`src/include/qdsp_pkg.sv`:
```
// Constants and types for the quad DAC serial command port
// How it works
// - A frame is 16 bits, MSB first: address, control code, 12 data bits.
// - Chip select high: serial logic idle, clock and data ignored.
// - Chip select low: each rising serial clock shifts one data bit in.
// - Frame is decoded and applied only when chip select rises.
// - Code x01: load addressed input register, DAC registers unchanged.
// - Code x11: load addressed input register, then update all DAC registers.
// - Code 0100: copy all input registers to DAC registers, data ignored.
// - Code 1000: one value into all input and DAC registers.
// - Code 1100: power down, only while the lockout input is high.
// - Power-down keeps serial interface running and input registers intact.
// - Update-all or load-all commands leave power-down.
// - Code 0010 drives user output low (default), 0110 drives it high.
// - Code 0000 changes nothing, for daisy chains.
// - Code 1110: echo on rising edges, and update all DAC registers.
// - Code 1010: echo on falling edges (default), and update all DAC registers.
// - Shift register contents leave serially on the echo output.
// - Echo lags input by 16.5 clocks in mode 0, 16 in mode 1.
// - Power-up clears input and DAC registers and selects echo mode 0.
// - Clear input low zeroes registers, user output and echo output.
// - Lockout falling edge in power-down wakes the device, outputs restored.
package qdsp_pkg;
   localparam int         DATA_W     = 12;
   localparam int         CHANNELS   = 4;
   localparam int         FRAME_MSB  = 15;
   localparam int         ADDR_LSB   = 14;
   localparam int         CTRL_LSB   = 12;
   localparam int         DATA_MSB   = 11;
   localparam logic [4:0] FRAME_LEN  = 5'h10;
   localparam logic [4:0] COUNT_OVER = 5'h11;
   localparam logic [4:0] COUNT_ZERO = 5'h00;
   localparam logic [4:0] COUNT_ONE  = 5'h01;
   localparam logic       ECHO_FALL  = 1'h0;
   localparam logic       ECHO_RISE  = 1'h1;
   localparam logic       USER_RESET = 1'h0;

   // Address and control codes, address bits first
   localparam logic [3:0] CMD_NOP      = 4'h0;
   localparam logic [3:0] CMD_USER_LO  = 4'h2;
   localparam logic [3:0] CMD_UPDATE   = 4'h4;
   localparam logic [3:0] CMD_USER_HI  = 4'h6;
   localparam logic [3:0] CMD_LOAD_ALL = 4'h8;
   localparam logic [3:0] CMD_ECHO0    = 4'hA;
   localparam logic [3:0] CMD_SHUTDOWN = 4'hC;
   localparam logic [3:0] CMD_ECHO1    = 4'hE;
   localparam logic [1:0] CTRL_LOAD    = 2'h1;
   localparam logic [1:0] CTRL_LOADUPD = 2'h3;

   typedef enum logic [3:0] {
      ACT_NONE, ACT_LOAD, ACT_LOAD_UPD, ACT_UPDATE, ACT_LOAD_ALL,
      ACT_SHUTDOWN, ACT_USER_LO, ACT_USER_HI, ACT_ECHO1, ACT_ECHO0
   } qdsp_action_t;

   typedef enum logic {PH_IDLE, PH_SHIFT} qdsp_phase_t;

   // Serial link pins as seen by the device
   typedef struct packed {
      logic sclk;
      logic csN;
      logic din;
   } qdsp_link_t;

   // Converter-facing state
   typedef struct packed {
      logic                             powerDown;
      logic [CHANNELS-1:0][DATA_W-1:0] dacValue;
   } qdsp_dac_state_t;
endpackage : qdsp_pkg

```
`src/hdl/qdsp_command_port.sv`:
```
// Serial command front end of a quad 12-bit DAC
`timescale 1ns/1ps
module qdsp_command_port (
   // Clock and reset
   input  wire logic                     clock,
   input  wire logic                     sys_rst,
   // Serial link pins
   input  wire qdsp_pkg::qdsp_link_t     linkIn,
   output logic                          echoOut,
   // Control pins
   input  wire logic                     clearAllN,
   input  wire logic                     shutdownLockoutN,
   output logic                          userLogicOutput,
   output logic                          echoOnRise,
   // Converter side
   output qdsp_pkg::qdsp_dac_state_t     dacState
);

   typedef struct packed {
      qdsp_pkg::qdsp_link_t   linkMeta;
      qdsp_pkg::qdsp_link_t   linkSync;
      logic [1:0]             lineMeta;
      logic [1:0]             lineSync;
      logic                   sclkPrev;
      logic                   pdlPrev;
      qdsp_pkg::qdsp_phase_t  phase;
      logic [15:0]            shiftReg;
      logic [4:0]             bitCount;
      logic                   spill;
      logic [3:0][11:0]       inputReg;
      logic [3:0][11:0]       dacReg;
      logic                   userOut;
      logic                   echoMode;
      logic                   powerDown;
      logic                   echoOut;
   } qdsp_state_t;

   // Reset value: synchronisers hold idle pin levels so no false frame follows reset
   localparam qdsp_state_t RESET_ST = '{
      linkMeta: '{sclk: 1'h0, csN: 1'h1, din: 1'h0},
      linkSync: '{sclk: 1'h0, csN: 1'h1, din: 1'h0},
      lineMeta: 2'h3,
      lineSync: 2'h3,
      pdlPrev:  1'h1,
      phase:    qdsp_pkg::PH_IDLE,
      userOut:  qdsp_pkg::USER_RESET,
      echoMode: qdsp_pkg::ECHO_FALL,
      default:  '0
   };

   qdsp_state_t          st;
   qdsp_state_t          next_st;
   logic                 sclkRise;
   logic                 sclkFall;
   logic                 csLow;
   logic                 clearing;
   logic                 shutdown_lockout_n;
   logic                 pdlFall;
   logic                 frameEnd;
   logic                 applyNow;
   logic [1:0]           addr;
   logic [11:0]          data;
   qdsp_pkg::qdsp_action_t act;

   // Map the four address and control bits to an action
   function automatic qdsp_pkg::qdsp_action_t cmdAction(input logic [3:0] code);
      qdsp_pkg::qdsp_action_t a;
      a = qdsp_pkg::ACT_NONE;
      if (code[1:0] == qdsp_pkg::CTRL_LOAD) begin
         a = qdsp_pkg::ACT_LOAD;
      end else if (code[1:0] == qdsp_pkg::CTRL_LOADUPD) begin
         a = qdsp_pkg::ACT_LOAD_UPD;
      end else begin
         case (code)
            qdsp_pkg::CMD_UPDATE:   a = qdsp_pkg::ACT_UPDATE;
            qdsp_pkg::CMD_LOAD_ALL: a = qdsp_pkg::ACT_LOAD_ALL;
            qdsp_pkg::CMD_SHUTDOWN: a = qdsp_pkg::ACT_SHUTDOWN;
            qdsp_pkg::CMD_USER_LO:  a = qdsp_pkg::ACT_USER_LO;
            qdsp_pkg::CMD_USER_HI:  a = qdsp_pkg::ACT_USER_HI;
            qdsp_pkg::CMD_ECHO1:    a = qdsp_pkg::ACT_ECHO1;
            qdsp_pkg::CMD_ECHO0:    a = qdsp_pkg::ACT_ECHO0;
            default:                a = qdsp_pkg::ACT_NONE;
         endcase
      end
      return a;
   endfunction : cmdAction

   // Actions that copy input registers to DAC registers
   function automatic logic copiesAll(input qdsp_pkg::qdsp_action_t a);
      return (a == qdsp_pkg::ACT_LOAD_UPD) || (a == qdsp_pkg::ACT_UPDATE) ||
             (a == qdsp_pkg::ACT_ECHO1) || (a == qdsp_pkg::ACT_ECHO0);
   endfunction : copiesAll

   // Edges and levels from the synchronised pins
   assign sclkRise = st.linkSync.sclk & ~st.sclkPrev;
   assign sclkFall = ~st.linkSync.sclk & st.sclkPrev;
   assign csLow    = ~st.linkSync.csN;
   assign clearing = ~st.lineSync[1];
   assign shutdown_lockout_n      = st.lineSync[0];
   assign pdlFall  = st.pdlPrev & ~shutdown_lockout_n;
   assign frameEnd = (st.phase == qdsp_pkg::PH_SHIFT) && !csLow;
   assign applyNow = frameEnd && (st.bitCount == qdsp_pkg::FRAME_LEN);
   assign addr     = st.shiftReg[qdsp_pkg::FRAME_MSB:qdsp_pkg::ADDR_LSB];
   assign data     = st.shiftReg[qdsp_pkg::DATA_MSB:0];
   assign act      = cmdAction(st.shiftReg[qdsp_pkg::FRAME_MSB:qdsp_pkg::CTRL_LSB]);

   // Next-state logic for the whole block
   always_comb begin
      next_st          = st;
      next_st.linkMeta = linkIn;
      next_st.linkSync = st.linkMeta;
      next_st.lineMeta = {clearAllN, shutdownLockoutN};
      next_st.lineSync = st.lineMeta;
      next_st.sclkPrev = st.linkSync.sclk;
      next_st.pdlPrev  = shutdown_lockout_n;

      case (st.phase)
         qdsp_pkg::PH_IDLE: begin
            // Clock and data ignored until chip select falls
            if (csLow) begin
               next_st.phase    = qdsp_pkg::PH_SHIFT;
               next_st.bitCount = sclkRise ? qdsp_pkg::COUNT_ONE : qdsp_pkg::COUNT_ZERO;
            end
         end
         qdsp_pkg::PH_SHIFT: begin
            if (!csLow) begin
               next_st.phase = qdsp_pkg::PH_IDLE;
            end else if (sclkRise && st.bitCount != qdsp_pkg::COUNT_OVER) begin
               next_st.bitCount = st.bitCount + qdsp_pkg::COUNT_ONE;
            end
         end
         default: next_st.phase = qdsp_pkg::PH_IDLE;
      endcase

      // Shift on rising edges, echo per selected mode
      if (csLow && sclkRise) begin
         next_st.shiftReg = {st.shiftReg[14:0], st.linkSync.din};
         next_st.spill    = st.shiftReg[qdsp_pkg::FRAME_MSB];
         if (st.echoMode == qdsp_pkg::ECHO_RISE) begin
            next_st.echoOut = st.shiftReg[qdsp_pkg::FRAME_MSB];
         end
      end
      if (csLow && sclkFall && st.echoMode == qdsp_pkg::ECHO_FALL) begin
         next_st.echoOut = st.spill;
      end

      // Frame effects at the chip select rise
      if (applyNow) begin
         case (act)
            qdsp_pkg::ACT_LOAD: begin
               next_st.inputReg[addr] = data;
            end
            qdsp_pkg::ACT_LOAD_UPD: begin
               next_st.inputReg[addr] = data;
            end
            qdsp_pkg::ACT_UPDATE: begin
               next_st.powerDown = 1'h0;
            end
            qdsp_pkg::ACT_LOAD_ALL: begin
               for (int i = 0; i < qdsp_pkg::CHANNELS; i++) begin
                  next_st.inputReg[i] = data;
                  next_st.dacReg[i]   = data;
               end
               next_st.powerDown = 1'h0;
            end
            qdsp_pkg::ACT_SHUTDOWN: begin
               if (shutdown_lockout_n) begin
                  next_st.powerDown = 1'h1;
               end
            end
            qdsp_pkg::ACT_USER_LO: next_st.userOut  = 1'h0;
            qdsp_pkg::ACT_USER_HI: next_st.userOut  = 1'h1;
            qdsp_pkg::ACT_ECHO1:   next_st.echoMode = qdsp_pkg::ECHO_RISE;
            qdsp_pkg::ACT_ECHO0:   next_st.echoMode = qdsp_pkg::ECHO_FALL;
            default: ;
         endcase
         if (copiesAll(act)) begin
            next_st.dacReg = next_st.inputReg;
         end
      end

      // Lockout falling edge wakes with retained values
      if (st.powerDown && pdlFall) begin
         next_st.powerDown = 1'h0;
      end

      // Clear pin overrides everything else
      if (clearing) begin
         next_st.inputReg  = '0;
         next_st.dacReg    = '0;
         next_st.userOut   = qdsp_pkg::USER_RESET;
         next_st.echoOut   = 1'h0;
         next_st.spill     = 1'h0;
         next_st.echoMode  = qdsp_pkg::ECHO_FALL;
         next_st.powerDown = 1'h0;
      end
   end

   // State register, loaded with RESET_ST on reset
   always_ff @(posedge clock) begin
      if (sys_rst) begin
         st <= RESET_ST;
      end else begin
         st <= next_st;
      end
   end

   // Outputs straight from state
   assign echoOut            = st.echoOut;
   assign userLogicOutput    = st.userOut;
   assign echoOnRise         = st.echoMode;
   assign dacState.powerDown = st.powerDown;
   assign dacState.dacValue  = st.dacReg;
endmodule : qdsp_command_port

```
`config.mk`:
```
export PLATFORM = sky130hd
export DESIGN_NAME = qdsp_command_port
export DESIGN_NICKNAME = d
export VERILOG_FILES = /design/src/include/qdsp_pkg.sv /design/src/hdl/qdsp_command_port.sv
export SDC_FILE = /design/constraint.sdc
export NUM_CORES = 1
export LEC_CHECK = 0
export ABC_AREA = 1
export BUFFER_PORTS_ARGS = -buffer_cell sky130_fd_sc_hd__buf_4
export CAP_MARGIN = 20
export CORE_MARGIN = 2
export CORE_UTILIZATION = 35
export CTS_BUF_LIST = sky130_fd_sc_hd__clkbuf_4 sky130_fd_sc_hd__clkbuf_8 sky130_fd_sc_hd__clkbuf_16
export CTS_CLUSTER_DIAMETER = 60
export DETAILED_ROUTE_END_ITERATION = 6
export GPL_TIMING_DRIVEN = 0
export PLACE_DENSITY = 0.49
export SETUP_SLACK_MARGIN = 0.1
export SLEW_MARGIN = 40
export SYNTH_ARGS = -nofsm -noshare
export SYNTH_HDL_FRONTEND = slang
export SYNTH_SLANG_ARGS = --single-unit
```
`constraint.sdc`:
```
create_clock -name clock -period 1.83 [get_ports clock]
set_clock_uncertainty 0.2 [all_clocks]
set_input_delay 0.0915 -clock clock [delete_from_list [all_inputs] [get_ports clock]]
set_output_delay 0.0915 -clock clock [all_outputs]
set_load 0.02 [all_outputs]
```
Yosys cells after proc, flatten, opt, wreduce, memory -nomap -nowiden
Index checks and enable logic that the tools add are counted.

Bits in registers: 135. Input bits: 7. Output and inout port bits: 52. Word-level logic and storage cells: 112.

Add/sub/neg operators: 1. Magnitude comparators: 2. Equality and inequality tests: 24. Mux-type cells: 22. Bitwise logic cells: 10. Reduce and logical (&&, ||, !) cells: 27.

Operator list (count): $mux W48 (2); $pmux W48 S2 (1); $bwmux W48 (1); $pmux W4 S7 (1); $demux W12 S2 (1); $eq A4 B3 Y1 const B (6); $eq A4 B4 Y1 const B (6); $mux W5 (3); $eq A4 B2 Y1 const B (3); $mux W12 (1); $reduce_bool A2 Y1 (6); $pmux W5 S2 (1); $logic_and A1 B1 Y1 (8); $mux W4 (2); $reduce_and A2 Y1 (4); $not A1 Y1 (7); $mux W1 (6); $ne A2 B2 Y1 const B (3); $pmux W1 S2 (3); $reduce_and A3 Y1 (2); $reduce_or A2 Y1 (3); $add A5 B1 Y5 const B (1); $eq A5 B5 Y1 const B (1); $ne A5 B5 Y1 const B (1); other kinds (9) (13).

Depth between registers and ports, before layout
Gate-level depths: netlist of run 1.

Depth after elaboration: 10. Depth in mapped cells: 10. Depth with buffers taken out: 8.

Worst setup path after synthesis of run 1
No wires, ideal clock.

Kind: register to register. From: register st[101] (netlist bit). To: register st (netlist bit dacState[24]). Library setup time: 0.120 ns. Arrival: 1.303 ns. Required time: 1.510 ns. Path slack: 0.207 ns. Stages on the path, launching flop included: 9. Path buffers: 1. Clock period less this slack: 1.623 ns. Cells stage by stage: dfxtp_1 -> inv_1 -> ha_1 -> nand2_1 -> nor2_4 -> nand2_1 -> buf_4 -> nor2_2 -> a21oi_1.

Word-level cells in the longest chain between the ends: 3.

Ends and longest elaborated chain: start: declaration (line qdsp_command_port.sv:51) `qdsp_state_t st;`; start signal: assignment (line qdsp_command_port.sv:204) `st <= next_st;`; $eq A5 B5 Y1 (line qdsp_command_port.sv:102) `assign applyNow = frameEnd && (st.bitCount == qdsp_pkg::FRAME_LEN);`; $logic_and A1 B1 Y1 (line qdsp_command_port.sv:102); $reduce_and A2 Y1 (no line).

Every way passes these cells. A chain may end at the register's enable or synchronous reset.

Worst setup path after layout of run 1
From: register st[102] (netlist bit). To: register st (netlist bit dacState[18]).

Same word-level chain as after synthesis.

==> results.toml, run 1 <==
[power]
p_int_w = 0.00511
p_comb_share_pct = 3.8
p_clk_share_pct = 51.5
swShare_pct = 23.0
power.leakage_nw = 4.14
p_per_area_nw_per_um2 = 723
switching_power_w = 0.00152
pwr-share-seq_pct = 44.7
vdd_drop_max_v = 0.000654

[synthesis]
synth-edff-count = 0
synth_xor_area_share_pct = 0.270
ys_types = 23
avgSynthCellArea_um2 = 6.92
ys_warn_count = 0
synthMostInstantiatedCell = "nand2_1"
ys_seq_area_share_pct = 41.7
ys_top_cells_by_count = "nand2_1, dfxtp_1, a21oi_1"
synth_largest_area_cell = "dfxtp_1"
ys.flop_type = "dfxtp_1"
synth_compound_area_share_pct = 14.9
synth_area_leaders = "dfxtp_1, nand2_1, a21oi_1"
netlist_instances = 938
synth_nets = 948
ys_seq_elements = 135
synth_simple_gate_area_share_pct = 27.6
syn_area_um2 = 6490
async_flop_share_pct = 0
synth_top_cell_area_share_pct = 41.7
synth_fa_ha_area_share_pct = 0.578
synth_top_family_by_area = "simple AND/OR/NAND/NOR gates"
synthMuxAreaShare_pct = 0

[finish]
fin_nets = 1077
fin_cells = 1309
drive_above_1_share_pct = 33.6
area_growth_pct = 41.3
n_antenna_cell = 0
final_cell_area_um2 = 9170
fin_util_pct = 50.7

[placed_design]
dp_hpwl_um = 13700
post_dp_cell_area_um2 = 7210
pre_cts_ws_ns = -0.627
dpl.cell_count = 1225
place.gp.congestion = 0.862
portBuffers = 58

[floorplanning]
fp.dieW_um = 140
num_rows = 49
core_um2 = 18100
start_util_pct = 35.9
die_area_um2 = 19600
die_y_um = 140
ios = 59

[worst_hold_path]
hp-class = "in -> reg"

[setup_path]
slowest_stage = "dfxtp_2"
end_kind = "flop"
crit_arrival_ns = 1.90
max_stage_delay_ns = 0.32
required_ns = 1.93
worstSetupPathType = "reg -> reg"
cp_top_family = "simple AND/OR/NAND/NOR gates"
cp-start-kind = "flop"
path_buf_inv = 2
cp_cell_sequence = "inv_2, ha_4, nand2_4, nor2_4, nand2_8, buf_12, nor2_4, a21oi_2"
cp_max_fo = 7
crit_path_frequent_cell = "nor2_4"

[drt]
drtIter0Drc = 456
drt-pass1-iter-count = 7
wl_um = 21200
route.detailed.drc = 5
via_count = 6390
wl_per_cell_um = 16.2
viasPerCell = 4.88
ant_nets = 0

[sta]
setup_viol = 0
rsz0062_at_grt = "yes"
period_minus_slack_ns = 1.80
relSlewSlack_pct = 65.6
finalMaxSlewViolations = 0
hold_viol_final = 0
fmax_ghz = 0.556
tightest_slew_ns = 0.515
layout_setup_ws_ns = 0.0306
min_period_over_period_pct = 98.3

[run]
maxCapViolations = 0

[global_route]
track_usage_pct = 21.0
grt_pass1_wl_um = 31900
grt_overflow = 0
antenna_found_initial = 0
grt_max_degree = 17
grt_pass1_vias = 5763

[status]
failed_checks = "design-rule violations"
status = "complete, but fails checks"

[clocking]
clk_pin_slew_worst_paths_ns = 0.06
cts_buffers = 17
htreeDepth = 4
root_buffer = "clkbuf_16"
numClockSinks = 135
insertion_delay_ns = 0.43
clk_path_buf_depth = 2
cts_tree = "done"
-- final cells by class --
cell class	count	area, um2
Sequential cell	135	2720
Clock buffer	20	454
Multi-Input combinational cell	603	3360
Buffer	95	772
Tap cell	229	287
Fill cell	1783	8920
Clock inverter	12	129
Timing Repair Buffer	113	1060
Inverter	102	390
-- path summary, 6_finish.rpt --
path	start	end	slack (ns)	cells after the start
setup / recovery	st[102]	dacState[18]	0.03	8
hold / removal	sys_rst	st[124]	0.005	3
setup reg to reg	st[102]	dacState[18]	0.03	8
hold reg to reg	next_st[131]	next_st[124]	0.21	2
-- through the flow --
stage               hold WS, ns  setup TNS [ns]  power [W]
floorplan              -0.00469               0    0.00315
global placement         0.0793          -33.29    0.00322
detailed placement       0.0801          -31.97    0.00322
CTS                      0.0138               0    0.00664
global route             0.0441         -0.0447    0.00684
finish                  0.00513               0    0.00663
-- power by group through the flow --
stage	clock network [W]	logic [W]	registers (W)
after CTS	0.00345	0.000227	0.00297
after global routing	0.00360	0.000274	0.00296
after floorplan	0	0.000121	0.00303
final	0.00341	0.000252	0.00296
after global placement	0	0.000190	0.00303
after detailed placement	0	0.000190	0.00303
-- what timing repair did --
action                                 in CTS  in global routing
pin swaps                                  30                 75
endpoints found under the hold margin       8                  0
hold buffers                                8                  0
gates cloned                                1                  7
gates resized for setup                   103                169
setup endpoints to repair                  99                114
buffers inserted                           27                 12
-- worst min-delay path: cells and delay by family --
kind | cells | cell delay, ns
and+or+nand+nor | 1 | 0.14
buffers and inverters | 2 | 0.36
-- routing by layer --
metal  vias up  share of wire (%)  track usage [%]
met5         -                  0                0
met4         0                2.7             6.38
met3        38                4.8             4.17
met2       169                 45             33.4
met1      2959                 48             29.0
li1       3224                  -                -
-- sequential cells by signal, summed over array words and instances (netlist names) --
name,cells
echoOut,1
data,12
dacState,49
st,62
next_st,7
userLogicOutput,1
addr,2
echoOnRise,1
-- logic make-up (layout without fill, tap and decap cells) --
logic type | after synthesis | count (layout)
adders and majority gates | 3 | 3
buffers and inverters | 200 | 342
and+or+nand+nor | 405 | 405
AOI/OAI and AO/OA | 193 | 193
DFF | 135 | 135
xor gates and xnor gates | 2 | 2
-- layout by cell type (no fill, tap or decap), types with 34 or more instances in the layout --
cell,count
nand3b_1,34
buf_4,138
a21oi_2,52
o21ai_0,64
nor2_1,45
a21oi_1,56
nand3_1,34
dfxtp_1,126
nand2_1,223
inv_1,96
No activity file was read; power rests on OpenSTA's default activity.
==> run 2: changes to the inputs <==
PLACE_DENSITY = 0.51   (was 0.49)
clock period = 1.55 ns   (was 1.83 ns; I/O delays follow)
==> run 2 against run 1 <==
  * The run ends with design-rule violations, negative hold slack, negative setup slack left
  * Hold slack worse by 0.035 ns
  * Fmax up 1.8%
  * Critical path depth is 3 higher
  * Critical endpoint is now dacState[44]
==> results.toml, run 2 (synthesis gave the netlist of run 1 again) <==
[sta]
min_period_over_period_pct = 114
relSlewSlack_pct = 58.4
tns_ns = -12.79
fmax_ghz = 0.566
tightest_slew_ns = 0.624
hold_ws_ns = -0.0302
period_minus_slack_ns = 1.77
hold_viol_final = 8
rsz0062_at_grt = "yes"
finalMaxSlewViolations = 0
layout_setup_ws_ns = -0.217
setup_viol = 98

[floorplanning]
fp.dieW_um = 140
die_y_um = 140
ios = 59
core_um2 = 18100
start_util_pct = 35.9
num_rows = 49
die_area_um2 = 19600

[clocking]
root_buffer = "clkbuf_16"
numClockSinks = 135
cts_buffers = 17
clk_path_buf_depth = 2
clk_pin_slew_worst_paths_ns = 0.06
htreeDepth = 4
insertion_delay_ns = 0.44
cts_tree = "done"

[finish]
multiInputGateArea_um2 = 3980
drive_above_1_share_pct = 46.9
regArea_um2 = 2730
final_cell_mix = "buf_4, nand2_1, dfxtp_1"
top_register = "st"
fin_nets = 1093
largest_reg_flops = 62
area_growth_pct = 58.8
n_antenna_cell = 0
mostFrequentLayoutCell = "buf_4"
fill_cells = 1644

[setup_path]
cp_cell_sequence = "buf_8, inv_8, nor2_4, nand2_4, nand3_4, nand2_8, buf_12, buf_8, nand2_2, nand2_2, a21oi_2"
slowest_stage = "dfxtp_2"
cp_max_fo = 6
required_ns = 1.71
crit_arrival_ns = 1.93
worstSetupPathType = "reg -> reg"
cp-start-kind = "flop"
max_stage_delay_ns = 0.34
end_kind = "flop"

[run]
maxCapViolations = 0

[power]
power.leakage_nw = 4.49
vdd_drop_max_v = 0.000795
p_per_area_nw_per_um2 = 803
finalPower_w = 0.00827

[drt]
drt-pass1-iter-count = 7
route.detailed.drc = 4
wl_um = 23100
wl_per_cell_um = 17.4
via_count = 6668
ant_nets = 0
viasPerCell = 5.03
drtIter0Drc = 445

[global_route]
grt_pass1_wl_um = 34200
grt_max_degree = 17
grt_overflow = 0
antenna_found_initial = 0
track_usage_pct = 22.7
grt_pass1_vias = 6111

[placed_design]
place.gp.congestion = 0.823
portBuffers = 58
pre_cts_ws_ns = -0.528
dp_hpwl_um = 14100

[status]
failed_checks = "design-rule violations, negative hold slack, negative setup slack"
status = "complete, but fails checks"

[worst_hold_path]
hp-class = "in -> reg"
==> run 2: what timing repair did <==
action | in CTS | in global routing
pin swaps | 59 | 50
resized for setup | 258 | 204
hold buffers | 10 | 2
setup endpoints to repair | 122 | 122
hold endpoints to repair | 11 | 2
buffers inserted | 26 | 14
gates cloned | 16 | 4
==> run 2: critical path: cells and delay by family (launching register included) <==
family | cells | cell delay [ns]
buffers and inverters | 4 | 0.48
DFF | 1 | 0.34
AOI/OAI and AO/OA | 1 | 0.13
and+or+nand+nor | 6 | 0.53
==> run 2: metal layers <==
| metal | track usage, % | vias to the layer above | wire (um) |
|---|---|---|---|
| met5 | 0 | - | 0 |
| met4 | 8.35 | 0 | 652 |
| met3 | 4.62 | 48 | 1150 |
| met2 | 35.5 | 183 | 10600 |
| met1 | 31.0 | 3176 | 10700 |
| li1 | - | 3261 | - |
==> run 2: stage by stage <==
stage                     instance area [um2]  std cells  utilization (%)
after CTS                                9470       1308             52.3
final                                   10300       1325             57.0
after global placement                   7410       1225             41.0
after global routing                    10300       1325             57.0
after floorplan                          6690        938                -
after detailed placement                 7410       1225             41.0
==> run 2: worst paths after layout <==
path | from | to | slack, ns | cells past startpoint
worst max-delay path | addr[1] | dacState[44] | -0.22 | 11
worst min register to register | next_st[131] | next_st[124] | 0.20 | 2
worst min-delay path | sys_rst | st[78] | -0.03 | 6
worst max register to register | addr[1] | dacState[44] | -0.22 | 11
==> run 2: layout make-up <==
| cell class | instances | area share, % |
|---|---|---|
| multi-input combinational | 604 | 38.7 |
| sequential | 135 | 26.5 |
| timing repair buffer | 126 | 12.9 |
| buffer | 97 | 9.13 |
| clock buffer | 24 | 4.70 |
| inverter | 102 | 3.90 |
| tap | 229 | 2.78 |
| clock inverter | 8 | 1.42 |
==> run 2: report_power, final <==
group          total, W  switching (W)  internal [W]
clock           0.00442        0.00158       0.00284
sequential      0.00350      0.0000140       0.00348
combinational  0.000357       0.000230      0.000127
total           0.00827        0.00182       0.00645
